===== src/core/nfc_timer_pkg.sv =====
// Purpose: constants shared by the protocol timer unit
// Assumes: 32-bit register words, byte addresses below
// Notes:   offsets are byte addresses of aligned words
package nfc_timer_pkg;

   // ---------------------------------------------------------------
   // register offsets
   // ---------------------------------------------------------------
   localparam logic [7:0] CTRL_OFS = 8'h00;
   localparam logic [7:0] NRT_OFS = 8'h04;
   localparam logic [7:0] GPT_OFS = 8'h08;
   localparam logic [7:0] PFW_OFS = 8'h0C;
   localparam logic [7:0] WUT_OFS = 8'h10;
   localparam logic [7:0] CMD_OFS = 8'h14;
   localparam logic [7:0] IRQ_OFS = 8'h18;
   localparam logic [7:0] STAT_OFS = 8'h1C;

   // ---------------------------------------------------------------
   // control register fields and reset values
   // ---------------------------------------------------------------
   localparam int unsigned CTRL_NRT_STEP = 0;
   localparam int unsigned CTRL_NRT_UNCOND = 1;
   localparam int unsigned CTRL_NRT_PEER = 2;
   localparam int unsigned CTRL_GPT_TRIG = 3;
   localparam int unsigned CTRL_MODE = 5;
   localparam int unsigned CTRL_FD_EN = 8;
   localparam logic [31:0] CTRL_RESET = 32'h0000_0000;
   localparam logic [31:0] CNT_RESET = 32'h0000_0010;

   // ---------------------------------------------------------------
   // command and interrupt flag bits
   // ---------------------------------------------------------------
   localparam int unsigned CMD_NRT_START = 0;
   localparam int unsigned CMD_NRT_STOP = 1;
   localparam int unsigned CMD_GPT_START = 2;
   localparam int unsigned CMD_WUT_START = 3;
   localparam int unsigned CMD_STOP_ALL = 4;
   localparam int unsigned CMD_W = 5;
   localparam int unsigned IRQ_NRT = 0;
   localparam int unsigned IRQ_GPT = 1;
   localparam int unsigned IRQ_PFW = 2;
   localparam int unsigned IRQ_FD_ON = 3;
   localparam int unsigned IRQ_FD_OFF = 4;
   localparam int unsigned IRQ_WUT = 5;
   localparam int unsigned IRQ_W = 6;

   // ---------------------------------------------------------------
   // timer steps in carrier periods, minus one
   // ---------------------------------------------------------------
   localparam logic [11:0] STEP_FINE_M1 = 12'h03F;
   localparam logic [11:0] STEP_COARSE_M1 = 12'hFFF;
   localparam logic [11:0] STEP_OTHER_M1 = 12'h03F;

   // ---------------------------------------------------------------
   // modes, trigger sources, bus answers
   // ---------------------------------------------------------------
   typedef enum logic [2:0] {
      MODE_READER = 3'b000,
      MODE_ACT_INIT = 3'b001,
      MODE_ACT_TGT = 3'b010,
      MODE_BITRATE = 3'b011,
      MODE_PAS_TGT = 3'b100,
      MODE_WAKEUP = 3'b101,
      MODE_POWER_DOWN = 3'b110,
      MODE_SPARE = 3'b111
   } op_mode_e;
   localparam logic [1:0] GPT_TRIG_NONE = 2'h0;
   localparam logic [1:0] GPT_TRIG_SOF = 2'h1;
   localparam logic [1:0] GPT_TRIG_EOF = 2'h2;
   localparam logic [1:0] GPT_TRIG_FIELD_OFF = 2'h3;
   localparam logic [1:0] FD_PEER = 2'h3;
   localparam logic [1:0] RESP_OKAY = 2'h0;
   localparam logic [1:0] RESP_SLVERR = 2'h2;

endpackage : nfc_timer_pkg


===== src/core/nfc_protocol_timers.sv =====
// Purpose: protocol timers of an NFC front end, AXI4-Lite registers
// Assumes: fc_tick_i pulses once per carrier period, rc_tick_i once
//          per wake-up step; all inputs synchronous to clk_i
// Notes:   no-response, peer-field wait, general and wake-up timers
//
// The placing of the registers and the AXI4-Lite register port were decided locally.
`timescale 1ns/100ps
module nfc_protocol_timers #(
   parameter int unsigned CNT_W = 16
) (
   // clock and reset
   input wire logic clk_i,
   input wire logic reset_i,
   // axi4-lite write address and data
   input wire logic s_axi_awvalid_i,
   input wire logic [7:0] s_axi_awaddr_i,
   output logic s_axi_awready_o,
   input wire logic s_axi_wvalid_i,
   input wire logic [31:0] s_axi_wdata_i,
   input wire logic [3:0] s_axi_wstrb_i,
   output logic s_axi_wready_o,
   // axi4-lite write response
   output logic s_axi_bvalid_o,
   output logic [1:0] s_axi_bresp_o,
   input wire logic s_axi_bready_i,
   // axi4-lite read
   input wire logic s_axi_arvalid_i,
   input wire logic [7:0] s_axi_araddr_i,
   output logic s_axi_arready_o,
   output logic s_axi_rvalid_o,
   output logic [31:0] s_axi_rdata_o,
   output logic [1:0] s_axi_rresp_o,
   input wire logic s_axi_rready_i,
   // clock ticks
   input wire logic fc_tick_i,
   input wire logic rc_tick_i,
   // transmit, receive and field events
   input wire logic tx_done_i,
   input wire logic tx_field_off_i,
   input wire logic rx_start_i,
   input wire logic rx_end_i,
   input wire logic rx_busy_i,
   input wire logic ext_field_i,
   // controls to the front end
   output logic rx_on_o,
   output logic rc_osc_en_o,
   output logic [1:0] field_detector_enable_o
);

   // ---------------------------------------------------------------
   // elaboration check
   // ---------------------------------------------------------------
   if (CNT_W < 2 || CNT_W > 32) begin : g_bad_width
      $error("CNT_W must lie between 2 and 32");
   end

   // ---------------------------------------------------------------
   // declarations
   // ---------------------------------------------------------------
   localparam int unsigned CMD_W_L = nfc_timer_pkg::CMD_W;
   logic aw_full_q, w_full_q, awready_q, wready_q, bvalid_q;
   logic arready_q, rvalid_q;
   logic [1:0] bresp_q, rresp_q;
   logic [31:0] rdata_q, rd_data, w_data_q;
   logic [7:0] aw_addr_q;
   logic [3:0] w_strb_q;
   logic aw_hs, w_hs, ar_hs, wr_do, wr_ok, rd_ok;
   logic [31:0] ctrl_q;
   logic [CNT_W-1:0] nrt_cfg_q, gpt_cfg_q, pfw_cfg_q, wut_cfg_q;
   logic [CMD_W_L-1:0] cmd_q;
   logic [nfc_timer_pkg::IRQ_W-1:0] irq_q, irq_set, irq_clr;
   logic ext_q, field_rise, field_fall, peer_det;
   logic rx_on_q, wut_run_q, wut_start, wut_expire;
   logic [CNT_W-1:0] wut_cnt_q;
   logic uncond, nfc_active, nfc_any, xtal_tick, stop_all;
   logic nrt_auto, gpt_trig_hit;
   logic [1:0] gpt_trig;
   nfc_timer_pkg::op_mode_e mode;
   logic [2:0] t_start, t_stop, t_run_q, t_expire;
   logic [CNT_W-1:0] t_cnt_q [3];
   logic [CNT_W-1:0] t_cfg [3];
   logic [11:0] t_pre_q [3];
   logic [11:0] t_step [3];

   // byte-lane merge of a write into an old word
   function automatic logic [31:0] merge(input logic [31:0] old_v,
         input logic [31:0] new_v, input logic [3:0] strb);
      logic [31:0] res;
      res = old_v;
      for (int i = 0; i < 4; i++) begin
         if (strb[i]) begin
            res[8*i +: 8] = new_v[8*i +: 8];
         end
      end
      return res;
   endfunction : merge

   // ---------------------------------------------------------------
   // axi4-lite write channel
   // ---------------------------------------------------------------
   assign aw_hs = s_axi_awvalid_i & awready_q;
   assign w_hs = s_axi_wvalid_i & wready_q;
   assign wr_do = aw_full_q & w_full_q & ~bvalid_q;
   assign wr_ok = aw_addr_q <= nfc_timer_pkg::STAT_OFS
      && aw_addr_q[1:0] == 2'h0;

   // address and data are taken in either order, one write at a time
   always_ff @(posedge clk_i) begin
      if (reset_i) begin
         aw_full_q <= 1'b0;
         awready_q <= 1'b0;
         aw_addr_q <= 8'h00;
      end else begin
         if (wr_do) begin
            aw_full_q <= 1'b0;
         end else if (aw_hs) begin
            aw_full_q <= 1'b1;
            aw_addr_q <= s_axi_awaddr_i;
         end
         if (aw_hs) begin
            awready_q <= 1'b0;
         end else if (!aw_full_q && !bvalid_q) begin
            awready_q <= 1'b1;
         end
      end
   end

   // write data holding
   always_ff @(posedge clk_i) begin
      if (reset_i) begin
         w_full_q <= 1'b0;
         wready_q <= 1'b0;
         w_data_q <= 32'h0000_0000;
         w_strb_q <= 4'h0;
      end else begin
         if (wr_do) begin
            w_full_q <= 1'b0;
         end else if (w_hs) begin
            w_full_q <= 1'b1;
            w_data_q <= s_axi_wdata_i;
            w_strb_q <= s_axi_wstrb_i;
         end
         if (w_hs) begin
            wready_q <= 1'b0;
         end else if (!w_full_q && !bvalid_q) begin
            wready_q <= 1'b1;
         end
      end
   end

   // write response
   always_ff @(posedge clk_i) begin
      if (reset_i) begin
         bvalid_q <= 1'b0;
         bresp_q <= nfc_timer_pkg::RESP_OKAY;
      end else if (wr_do) begin
         bvalid_q <= 1'b1;
         bresp_q <= wr_ok ? nfc_timer_pkg::RESP_OKAY
            : nfc_timer_pkg::RESP_SLVERR;
      end else if (s_axi_bready_i) begin
         bvalid_q <= 1'b0;
      end
   end

   // ---------------------------------------------------------------
   // axi4-lite read channel
   // ---------------------------------------------------------------
   assign ar_hs = s_axi_arvalid_i & arready_q;

   // read decode
   always_comb begin
      rd_ok = s_axi_araddr_i[1:0] == 2'h0;
      unique case (s_axi_araddr_i)
         nfc_timer_pkg::CTRL_OFS: rd_data = ctrl_q;
         nfc_timer_pkg::NRT_OFS: rd_data = 32'(nrt_cfg_q);
         nfc_timer_pkg::GPT_OFS: rd_data = 32'(gpt_cfg_q);
         nfc_timer_pkg::PFW_OFS: rd_data = 32'(pfw_cfg_q);
         nfc_timer_pkg::WUT_OFS: rd_data = 32'(wut_cfg_q);
         nfc_timer_pkg::CMD_OFS: rd_data = 32'h0000_0000;
         nfc_timer_pkg::IRQ_OFS: rd_data = 32'(irq_q);
         nfc_timer_pkg::STAT_OFS: rd_data = 32'({ext_q, rx_on_q,
            wut_run_q, t_run_q});
         default: begin
            rd_data = 32'h0000_0000;
            rd_ok = 1'b0;
         end
      endcase
   end

   // read answer one cycle after the address is taken
   always_ff @(posedge clk_i) begin
      if (reset_i) begin
         arready_q <= 1'b0;
         rvalid_q <= 1'b0;
         rdata_q <= 32'h0000_0000;
         rresp_q <= nfc_timer_pkg::RESP_OKAY;
      end else begin
         if (ar_hs) begin
            arready_q <= 1'b0;
         end else if (!rvalid_q) begin
            arready_q <= 1'b1;
         end
         if (ar_hs) begin
            rvalid_q <= 1'b1;
            rdata_q <= rd_data;
            rresp_q <= rd_ok ? nfc_timer_pkg::RESP_OKAY
               : nfc_timer_pkg::RESP_SLVERR;
         end else if (s_axi_rready_i) begin
            rvalid_q <= 1'b0;
         end
      end
   end

   // ---------------------------------------------------------------
   // configuration registers and commands
   // ---------------------------------------------------------------
   always_ff @(posedge clk_i) begin
      if (reset_i) begin
         ctrl_q <= nfc_timer_pkg::CTRL_RESET;
         nrt_cfg_q <= nfc_timer_pkg::CNT_RESET[CNT_W-1:0];
         gpt_cfg_q <= nfc_timer_pkg::CNT_RESET[CNT_W-1:0];
         pfw_cfg_q <= nfc_timer_pkg::CNT_RESET[CNT_W-1:0];
         wut_cfg_q <= nfc_timer_pkg::CNT_RESET[CNT_W-1:0];
      end else if (wr_do) begin
         unique case (aw_addr_q)
            nfc_timer_pkg::CTRL_OFS:
               ctrl_q <= merge(ctrl_q, w_data_q, w_strb_q);
            nfc_timer_pkg::NRT_OFS: nrt_cfg_q <= CNT_W'(merge(
               32'(nrt_cfg_q), w_data_q, w_strb_q));
            nfc_timer_pkg::GPT_OFS: gpt_cfg_q <= CNT_W'(merge(
               32'(gpt_cfg_q), w_data_q, w_strb_q));
            nfc_timer_pkg::PFW_OFS: pfw_cfg_q <= CNT_W'(merge(
               32'(pfw_cfg_q), w_data_q, w_strb_q));
            nfc_timer_pkg::WUT_OFS: wut_cfg_q <= CNT_W'(merge(
               32'(wut_cfg_q), w_data_q, w_strb_q));
            default: ;
         endcase
      end
   end

   // command writes become one-cycle pulses
   always_ff @(posedge clk_i) begin
      if (reset_i) begin
         cmd_q <= '0;
      end else if (wr_do && aw_addr_q == nfc_timer_pkg::CMD_OFS
            && w_strb_q[0]) begin
         cmd_q <= w_data_q[CMD_W_L-1:0];
      end else begin
         cmd_q <= '0;
      end
   end

   // ---------------------------------------------------------------
   // mode decode and field edges
   // ---------------------------------------------------------------
   assign mode = nfc_timer_pkg::op_mode_e'(
      ctrl_q[nfc_timer_pkg::CTRL_MODE +: 3]);
   assign uncond = ctrl_q[nfc_timer_pkg::CTRL_NRT_UNCOND];
   assign gpt_trig = ctrl_q[nfc_timer_pkg::CTRL_GPT_TRIG +: 2];
   assign field_detector_enable_o = ctrl_q[nfc_timer_pkg::CTRL_FD_EN +: 2];
   assign peer_det = field_detector_enable_o == nfc_timer_pkg::FD_PEER;
   assign nfc_active = mode == nfc_timer_pkg::MODE_ACT_INIT
      || mode == nfc_timer_pkg::MODE_ACT_TGT;
   assign nfc_any = nfc_active || mode == nfc_timer_pkg::MODE_BITRATE
      || mode == nfc_timer_pkg::MODE_PAS_TGT;
   assign xtal_tick = fc_tick_i
      && mode != nfc_timer_pkg::MODE_POWER_DOWN;
   assign stop_all = cmd_q[nfc_timer_pkg::CMD_STOP_ALL];
   assign field_rise = ext_field_i & ~ext_q;
   assign field_fall = ~ext_field_i & ext_q;

   // previous field level for edge detection
   always_ff @(posedge clk_i) begin
      if (reset_i) begin
         ext_q <= 1'b0;
      end else begin
         ext_q <= ext_field_i;
      end
   end

   // ---------------------------------------------------------------
   // start and stop sources of the crystal timers
   // ---------------------------------------------------------------
   // timer 0: no-response, 1: general purpose, 2: peer-field wait
   assign nrt_auto =
      (mode == nfc_timer_pkg::MODE_READER && tx_done_i)
      || ((nfc_active || mode == nfc_timer_pkg::MODE_BITRATE)
         && !ctrl_q[nfc_timer_pkg::CTRL_NRT_PEER]
         && tx_field_off_i)
      || (nfc_active && ctrl_q[nfc_timer_pkg::CTRL_NRT_PEER]
         && field_rise);
   assign t_start[0] = cmd_q[nfc_timer_pkg::CMD_NRT_START]
      || nrt_auto;
   assign t_stop[0] = cmd_q[nfc_timer_pkg::CMD_NRT_STOP]
      || (stop_all && !uncond)
      || (rx_start_i && !uncond);
   assign gpt_trig_hit =
      (gpt_trig == nfc_timer_pkg::GPT_TRIG_SOF && rx_start_i)
      || (gpt_trig == nfc_timer_pkg::GPT_TRIG_EOF && rx_end_i)
      || (gpt_trig == nfc_timer_pkg::GPT_TRIG_FIELD_OFF
         && nfc_active && tx_field_off_i);
   assign t_start[1] = cmd_q[nfc_timer_pkg::CMD_GPT_START]
      || gpt_trig_hit;
   assign t_stop[1] = stop_all;
   assign t_start[2] = nfc_any && tx_field_off_i;
   assign t_stop[2] = stop_all || field_rise;
   assign t_cfg[0] = nrt_cfg_q;
   assign t_cfg[1] = gpt_cfg_q;
   assign t_cfg[2] = pfw_cfg_q;
   assign t_step[0] = ctrl_q[nfc_timer_pkg::CTRL_NRT_STEP]
      ? nfc_timer_pkg::STEP_COARSE_M1
      : nfc_timer_pkg::STEP_FINE_M1;
   assign t_step[1] = nfc_timer_pkg::STEP_OTHER_M1;
   assign t_step[2] = nfc_timer_pkg::STEP_OTHER_M1;

   // ---------------------------------------------------------------
   // crystal-clocked down counters
   // ---------------------------------------------------------------
   for (genvar g = 0; g < 3; g++) begin : g_timer
      // expiry when the last step of the count ends
      assign t_expire[g] = t_run_q[g] && xtal_tick && !t_start[g]
         && !t_stop[g] && t_pre_q[g] == t_step[g]
         && t_cnt_q[g] <= CNT_W'(1);

      // load on start, restart while running, stop silently
      always_ff @(posedge clk_i) begin
         if (reset_i) begin
            t_run_q[g] <= 1'b0;
            t_cnt_q[g] <= '0;
            t_pre_q[g] <= 12'h000;
         end else if (t_start[g]) begin
            t_run_q[g] <= 1'b1;
            t_cnt_q[g] <= t_cfg[g];
            t_pre_q[g] <= 12'h000;
         end else if (t_stop[g]) begin
            t_run_q[g] <= 1'b0;
         end else if (t_run_q[g] && xtal_tick) begin
            if (t_pre_q[g] == t_step[g]) begin
               t_pre_q[g] <= 12'h000;
               t_cnt_q[g] <= t_cnt_q[g] - CNT_W'(1);
               if (t_cnt_q[g] <= CNT_W'(1)) begin
                  t_run_q[g] <= 1'b0;
               end
            end else begin
               t_pre_q[g] <= t_pre_q[g] + 12'h001;
            end
         end
      end
   end

   // ---------------------------------------------------------------
   // wake-up timer on the rc ticks
   // ---------------------------------------------------------------
   assign wut_start = (cmd_q[nfc_timer_pkg::CMD_WUT_START]
      && mode != nfc_timer_pkg::MODE_WAKEUP)
      || (mode == nfc_timer_pkg::MODE_PAS_TGT && field_rise);
   assign wut_expire = wut_run_q && rc_tick_i && !wut_start
      && !stop_all && wut_cnt_q <= CNT_W'(1);

   // rc tick keeps counting in power-down
   always_ff @(posedge clk_i) begin
      if (reset_i) begin
         wut_run_q <= 1'b0;
         wut_cnt_q <= '0;
      end else if (wut_start) begin
         wut_run_q <= 1'b1;
         wut_cnt_q <= wut_cfg_q;
      end else if (stop_all) begin
         wut_run_q <= 1'b0;
      end else if (wut_run_q && rc_tick_i) begin
         wut_cnt_q <= wut_cnt_q - CNT_W'(1);
         if (wut_cnt_q <= CNT_W'(1)) begin
            wut_run_q <= 1'b0;
         end
      end
   end
   assign rc_osc_en_o = wut_run_q;

   // ---------------------------------------------------------------
   // receiver enable
   // ---------------------------------------------------------------
   always_ff @(posedge clk_i) begin
      if (reset_i) begin
         rx_on_q <= 1'b0;
      end else if (t_expire[0] && (!uncond || !rx_busy_i)) begin
         rx_on_q <= 1'b0;
      end else if (tx_done_i) begin
         rx_on_q <= 1'b1;
      end
   end
   assign rx_on_o = rx_on_q;

   // ---------------------------------------------------------------
   // sticky flags, write one to clear, set wins
   // ---------------------------------------------------------------
   assign irq_set = {wut_expire,
      field_fall && peer_det, field_rise && peer_det,
      t_expire[2], t_expire[1], t_expire[0]};
   assign irq_clr = (wr_do && aw_addr_q == nfc_timer_pkg::IRQ_OFS
      && w_strb_q[0]) ? w_data_q[nfc_timer_pkg::IRQ_W-1:0] : '0;

   // flag register
   always_ff @(posedge clk_i) begin
      if (reset_i) begin
         irq_q <= '0;
      end else begin
         irq_q <= (irq_q & ~irq_clr) | irq_set;
      end
   end

   // ---------------------------------------------------------------
   // bus outputs
   // ---------------------------------------------------------------
   assign s_axi_awready_o = awready_q;
   assign s_axi_wready_o = wready_q;
   assign s_axi_bvalid_o = bvalid_q;
   assign s_axi_bresp_o = bresp_q;
   assign s_axi_arready_o = arready_q;
   assign s_axi_rvalid_o = rvalid_q;
   assign s_axi_rdata_o = rdata_q;
   assign s_axi_rresp_o = rresp_q;

endmodule : nfc_protocol_timers


===== config.mk =====
export PLATFORM = sky130hd
export DESIGN_NAME = nfc_protocol_timers
export DESIGN_NICKNAME = d
export VERILOG_FILES = /design/src/core/nfc_timer_pkg.sv /design/src/core/nfc_protocol_timers.sv
export SDC_FILE = /design/constraint.sdc
export NUM_CORES = 1
export LEC_CHECK = 0
export ABC_AREA = 1
export BUFFER_PORTS_ARGS = -buffer_cell sky130_fd_sc_hd__buf_2
export CAP_MARGIN = 20
export CELL_PAD_IN_SITES_DETAIL_PLACEMENT = 1
export CELL_PAD_IN_SITES_GLOBAL_PLACEMENT = 1
export CORE_AREA = 2 2 176 178
export DETAILED_ROUTE_END_ITERATION = 10
export DIE_AREA = 0 0 178 180
export GPL_TIMING_DRIVEN = 0
export PLACE_DENSITY = 0.91
export SYNTH_ARGS = -nofsm -noshare
export SYNTH_HDL_FRONTEND = slang
export SYNTH_SLANG_ARGS = --single-unit

===== constraint.sdc =====
create_clock -name clk_i -period 4.23 [get_ports clk_i]
set_input_delay 0.2115 -clock clk_i [delete_from_list [all_inputs] [get_ports clk_i]]
set_output_delay 0.2115 -clock clk_i [all_outputs]
set_load 0.05 [all_outputs]

# After elaboration in Yosys (flattened, before gate mapping)
# Memories as Yosys holds them, arrays and structs flattened.
# Cells that the tools add are included.
[classes]
add_sub_neg = 7
magnitude_cmp = 5
n_eq_ne = 27
mux = 94
bitwise_logic = 30
n_reduce_logical = 116
[op_table]
columns = ["operator", "n"]
rows = [
  ["$pmux W32 S7", 1],
  ["$mux W16", 9],
  ["$mux W12", 10],
  ["$mux W1", 71],
  ["$le A16 B1 Y1 const B", 4],
  ["$sub A16 B1 Y16 const B", 4],
  ["$eq A8 B5 Y1 const B", 7],
  ["$reduce_and A3 Y1", 15],
  ["$logic_and A1 B1 Y1", 44],
  ["$add A12 B1 Y12 const B", 3],
  ["$reduce_bool A3 Y1", 11],
  ["$eq A8 B4 Y1 const B", 4],
  ["$eq A12 B6 Y1 const B", 2],
  ["$eq A8 B3 Y1 const B", 2],
  ["$logic_not A8 Y1", 2],
  ["$or A1 B1 Y1", 15],
  ["$logic_or A1 B1 Y1", 14],
  ["$logic_not A1 Y1", 13],
  ["$eq A12 B12 Y1", 1],
  ["$reduce_or A2 Y1", 6],
  ["$le A8 B5 Y1 const B", 1],
  ["$reduce_and A2 Y1", 4],
  ["$reduce_or A8 Y1", 1],
  ["$and A1 B1 Y1", 7],
  ["16 further kinds", 28],
]
[word_totals]
ff_bits = 216
ramBits = 84
inputBits = 67
output_inout_bits = 45
memories = 2
[mem_list]
columns = ["memory", "words", "word_bits", "rd", "rd_ports_with_merged_regs", "wr", "line_no", "rtl"]
rows = [
  ["t_cnt_q", 3, 16, 3, 0, 3, "nfc_protocol_timers.sv:80", "logic [CNT_W-1:0] t_cnt_q [3];"],
  ["t_pre_q", 3, 12, 3, 0, 3, "nfc_protocol_timers.sv:82", "logic [11:0] t_pre_q [3];"],
]

# Depth between registers and ports, before layout
[depth]
ltp_word = 15
ltp_mapped = 12
ltp_nobuf = 12

# Worst setup path before layout
# Ideal clock, no wire load.
[synth_path]
kind = "flip-flop to flip-flop"
startpoint = "memory t_pre_q[0][0]"
endpoint = "memory t_cnt_q[0][0], enable pin"
setup_ps = 411
arrival_ps = 2344
t_required_ps = 3819
setup_slack_ps = 1475
stages_incl_launch_ff = 8
synth_period_minus_slack_ps = 2755
path_cell_list = "edfxtp_1 -> ha_1 -> nand3_1 -> nor2_1 -> nand3_1 -> nand2_1 -> inv_1 -> o21ai_0"
[synth_lines]
columns = ["element", "line_no"]
rows = [
  ["start, declared", "nfc_protocol_timers.sv:82"],
  ["end, declared", "nfc_protocol_timers.sv:80"],
]

==> results.sh <==
export IMPL_status="finished with violations"
export IMPL_failed_checks="hold timing"
export IMPL_rows=64
export IMPL_synth_warnings=0
export IMPL_r2r_slack_ns=1.33
export IMPL_cp_end_kind="flop"
export IMPL_worstRegToRegCells=10
export IMPL_postLayoutCoreUtil=0.547
export IMPL_dieArea_mm2=0.0320
export IMPL_hold_start="s_axi_wstrb_i[0]"
export IMPL_syn2layout_area_growth_pct=18.4
export IMPL_drtIter0Drc=1260
export IMPL_hpwlAfterDp_um=36800
export IMPL_place_gp_congestion=0.971
export IMPL_grt_use_total=0.339
export IMPL_maxCapViolCount=0
export IMPL_cp_cell_sequence="ha_1 > nand2_1 > inv_1 > nand4_1 > nor2_1 > nand3_1 > nand2_1 > nand2_1 > clkbuf_1 > nand2_1"
export IMPL_min_path_cells=3
export IMPL_fin_crit_ns=2.90
export IMPL_fin_area_mm2=0.0165
export IMPL_leakagePower_nw=6.97
export IMPL_hold_violations=1
export IMPL_grt_pass1_wl_um=84200
export IMPL_drt_wl_total_um=55400
export IMPL_fp_dieW_um=178
export IMPL_cts_root_buf="clkbuf_16"
export IMPL_slew_headroom=0.211
export IMPL_hold_slack_ns=-0.000996
export IMPL_drive_gt1_frac=0.103
export IMPL_ys_ff_latch=298
export IMPL_fin_tns_setup_ns=0
export IMPL_yosysMostFrequentCell="nand2_1"
export IMPL_clock_power_share=0.459
export IMPL_io_pins=112
export IMPL_max_freq_mhz=345
export IMPL_power_total_mw=6.55
export IMPL_syn_cell_area_mm2=0.0139
export IMPL_worst_path_max_fanout=16
export IMPL_chipHeight_um=180
export IMPL_grt_pass1_vias=15100
export IMPL_crit_type="flop to flop"
export IMPL_synthTopCellsByArea="dfxtp_1 31%, edfxtp_1 18%, nand2_1 10%, nor2_1 7.7%, o21ai_0 6.6%"
export IMPL_async_reset_ff_frac=0
export IMPL_post_drt_via_cell_ratio=5.84
export IMPL_post_drt_wl_per_cell_um=22.8
export IMPL_yosysSeqAreaShare=0.489
export IMPL_io_buffer_count=109
export IMPL_synth_distinct_cells=41
export IMPL_startpoint_type="flop"
export IMPL_cts_max_level=2
export IMPL_fin_ws_ns=1.33
export IMPL_setup_viol=0
export IMPL_yosysTopAreaCell="dfxtp_1"
export IMPL_start_util=0.461
export IMPL_peakVddDrop_mv=0.286
export IMPL_synthTopCellsByCount="370 x nand2_1, 287 x nor2_1, 214 x dfxtp_1, 184 x o21ai_0, 173 x inv_1"
export IMPL_fillers=3722
export IMPL_hold_path_class="input port to flop"
export IMPL_synth_edf_count=84
export IMPL_antenna_found_initial=0
export IMPL_crit_reg2reg_launch="t_pre_q[2][0]$_SDFFCE_PN0P_"
export IMPL_slowest_delay_ns=0.63
export IMPL_p_sw_mw=1.72
export IMPL_drc=0
export IMPL_cellPowerDensity_mw_per_mm2=397
export IMPL_tightest_slew_ns=1.17
export IMPL_pre_cts_ws_ns=1.06
export IMPL_fin_cells=2428
export IMPL_cts_tree="built"
export IMPL_synth_top_area_frac=0.307
export IMPL_worstSkewPairLatency_ns=0.55
export IMPL_numCtsBuffers=34
export IMPL_clk_path_buf_depth=3
export IMPL_crit_path_frequent_cell="nand2_1"
export IMPL_seq_power_share=0.469
export IMPL_syn_inst=1820
export IMPL_power_internal_mw=4.82
export IMPL_vias=14200
export IMPL_final_antenna_net_count=0
export IMPL_comb_power_share=0.071
export IMPL_grt_max_degree=17
export IMPL_crit_arrival_ns=3.04
export IMPL_p_sw_frac=0.263
export IMPL_synth_ff_type="dfxtp_1"
export IMPL_clk_pin_slew_worst_paths_ns=0.06
export IMPL_crit_slowest_cell="nand2_1"
export IMPL_fp_coreArea_mm2=0.0302
export IMPL_skew_ns=0.0458
export IMPL_postCtsSetupRepairBufs=0
export IMPL_place_inst=2328
export IMPL_whs_endpoint="w_strb_q[0]$_SDFFE_PP0P_"
export IMPL_rsz0062_at_grt="no"
export IMPL_r2r_end="t_cnt_q[2][15]$_SDFFCE_PN0P_"
export IMPL_num_nets_final=2084
export IMPL_slew_violations=0
export IMPL_drt_pass1_iterations=5
export IMPL_cts_sinks=298
export IMPL_period_share=0.686
export IMPL_place_area_mm2=0.0150
export IMPL_required_ns=4.37
export IMPL_num_antenna_cells=0
export IMPL_grt_ovfl_total=0
export IMPL_avgSynthCellArea_um2=7.66
-- per-layer routing --
| metal | vias to the layer above | global-route usage | wire (um) |
|---|---|---|---|
| met5 | - | 0 | 0 |
| met4 | 0 | 0.163 | 3030 |
| met3 | 211 | 0.0730 | 4120 |
| met2 | 709 | 0.575 | 26800 |
| met1 | 6899 | 0.405 | 21500 |
| li1 | 6356 | - | - |
-- kinds of logic (layout without fill, tap and decap cells) --
group	after synthesis	count (layout)	synth area share
AOI/OAI and AO/OA	368	368	0.143
xor gates and xnor gates	63	63	0.0396
adders and majority gates	11	11	0.00988
buffers and inverters	248	459	0.0709
DFF	298	298	0.489
other	1	2	0.000269
and+or+nand+nor	831	831	0.248
-- layout by cell type (no fill, tap or decap), types with 11 or more instances in the layout --
| master | n |
|---|---|
| nand2_1 | 370 |
| nor2_1 | 287 |
| dfxtp_1 | 214 |
| o21ai_0 | 182 |
| inv_1 | 173 |
| a21oi_1 | 131 |
| buf_2 | 121 |
| nand3_1 | 115 |
| edfxtp_1 | 84 |
| clkbuf_1 | 50 |
| dlygate4sd3_1 | 38 |
| xor2_1 | 34 |
| clkbuf_16 | 34 |
| xnor2_1 | 29 |
| nor3_1 | 21 |
| a32o_1 | 16 |
| o22ai_1 | 11 |
| nand4_1 | 11 |
| ha_1 | 11 |
-- area by class of cell --
cell class / count / area (um2) / share of cell area
Clock inverter: 12 / 111 / 0.00675
Tap cell: 396 / 495 / 0.0300
Clock buffer: 50 / 1010 / 0.0613
Inverter: 177 / 664 / 0.0403
Buffer: 71 / 323 / 0.0196
Sequential cell: 298 / 6810 / 0.413
Timing Repair Buffer: 149 / 945 / 0.0573
Multi-Input combinational cell: 1275 / 6140 / 0.372
-- state kept, by name, indices dropped and copies added, names as in the netlist, 3 cells and up --
name / cells
aw_addr_q: 8
cmd_q: 5
ctrl_q: 32
gpt_cfg_q: 16
irq_q: 6
nrt_cfg_q: 16
pfw_cfg_q: 16
s_axi_rdata_o: 32
t_cnt_q: 48
t_pre_q: 36
t_run_q: 3
w_data_q: 32
w_strb_q: 4
wut_cfg_q: 16
wut_cnt_q: 16
-- worst max-delay path by stage --
stage	start	endpoint	slack (ns)
2_1_floorplan	t_pre_q[0][0]$_SDFFCE_PN0P_	t_cnt_q[0][0]$_DFFE_PP_	1.48
3_3_place_gp	t_pre_q[0][0]$_SDFFCE_PN0P_	t_cnt_q[0][8]$_DFFE_PP_	0.76
3_5_place_dp	reset_i	t_pre_q[2][11]$_SDFFCE_PN0P_	1.06
4_1_cts	t_pre_q[2][0]$_SDFFCE_PN0P_	t_pre_q[2][2]$_SDFFCE_PN0P_	1.30
5_1_grt	t_pre_q[2][0]$_SDFFCE_PN0P_	t_pre_q[2][2]$_SDFFCE_PN0P_	1.07
6_report	t_pre_q[2][0]$_SDFFCE_PN0P_	t_cnt_q[2][15]$_SDFFCE_PN0P_	1.33
-- power by group through the flow --
stage / combinational, mW / sequential (mW) / clock, mW
after global routing: 0.498 / 3.08 / 3.11
final: 0.467 / 3.07 / 3.01
after floorplan: 0.232 / 3.12 / 0
after global placement: 0.387 / 3.12 / 0
after detailed placement: 0.405 / 3.13 / 0
after CTS: 0.441 / 3.07 / 2.97
-- worst max-delay path: cells and delay by family, from the launching register on --
| family | cells | cell delay, ns |
|---|---|---|
| simple gates | 7 | 1.54 |
| fa+ha+maj | 1 | 0.18 |
| flops | 1 | 0.38 |
| buf+inv | 2 | 0.40 |
-- repair_timing --
item | CTS | global route
resized for setup | 0 | 0
hold endpoints to repair | 37 | 1
hold buffers | 37 | 1
No activity file was read; power rests on OpenSTA's default activity.
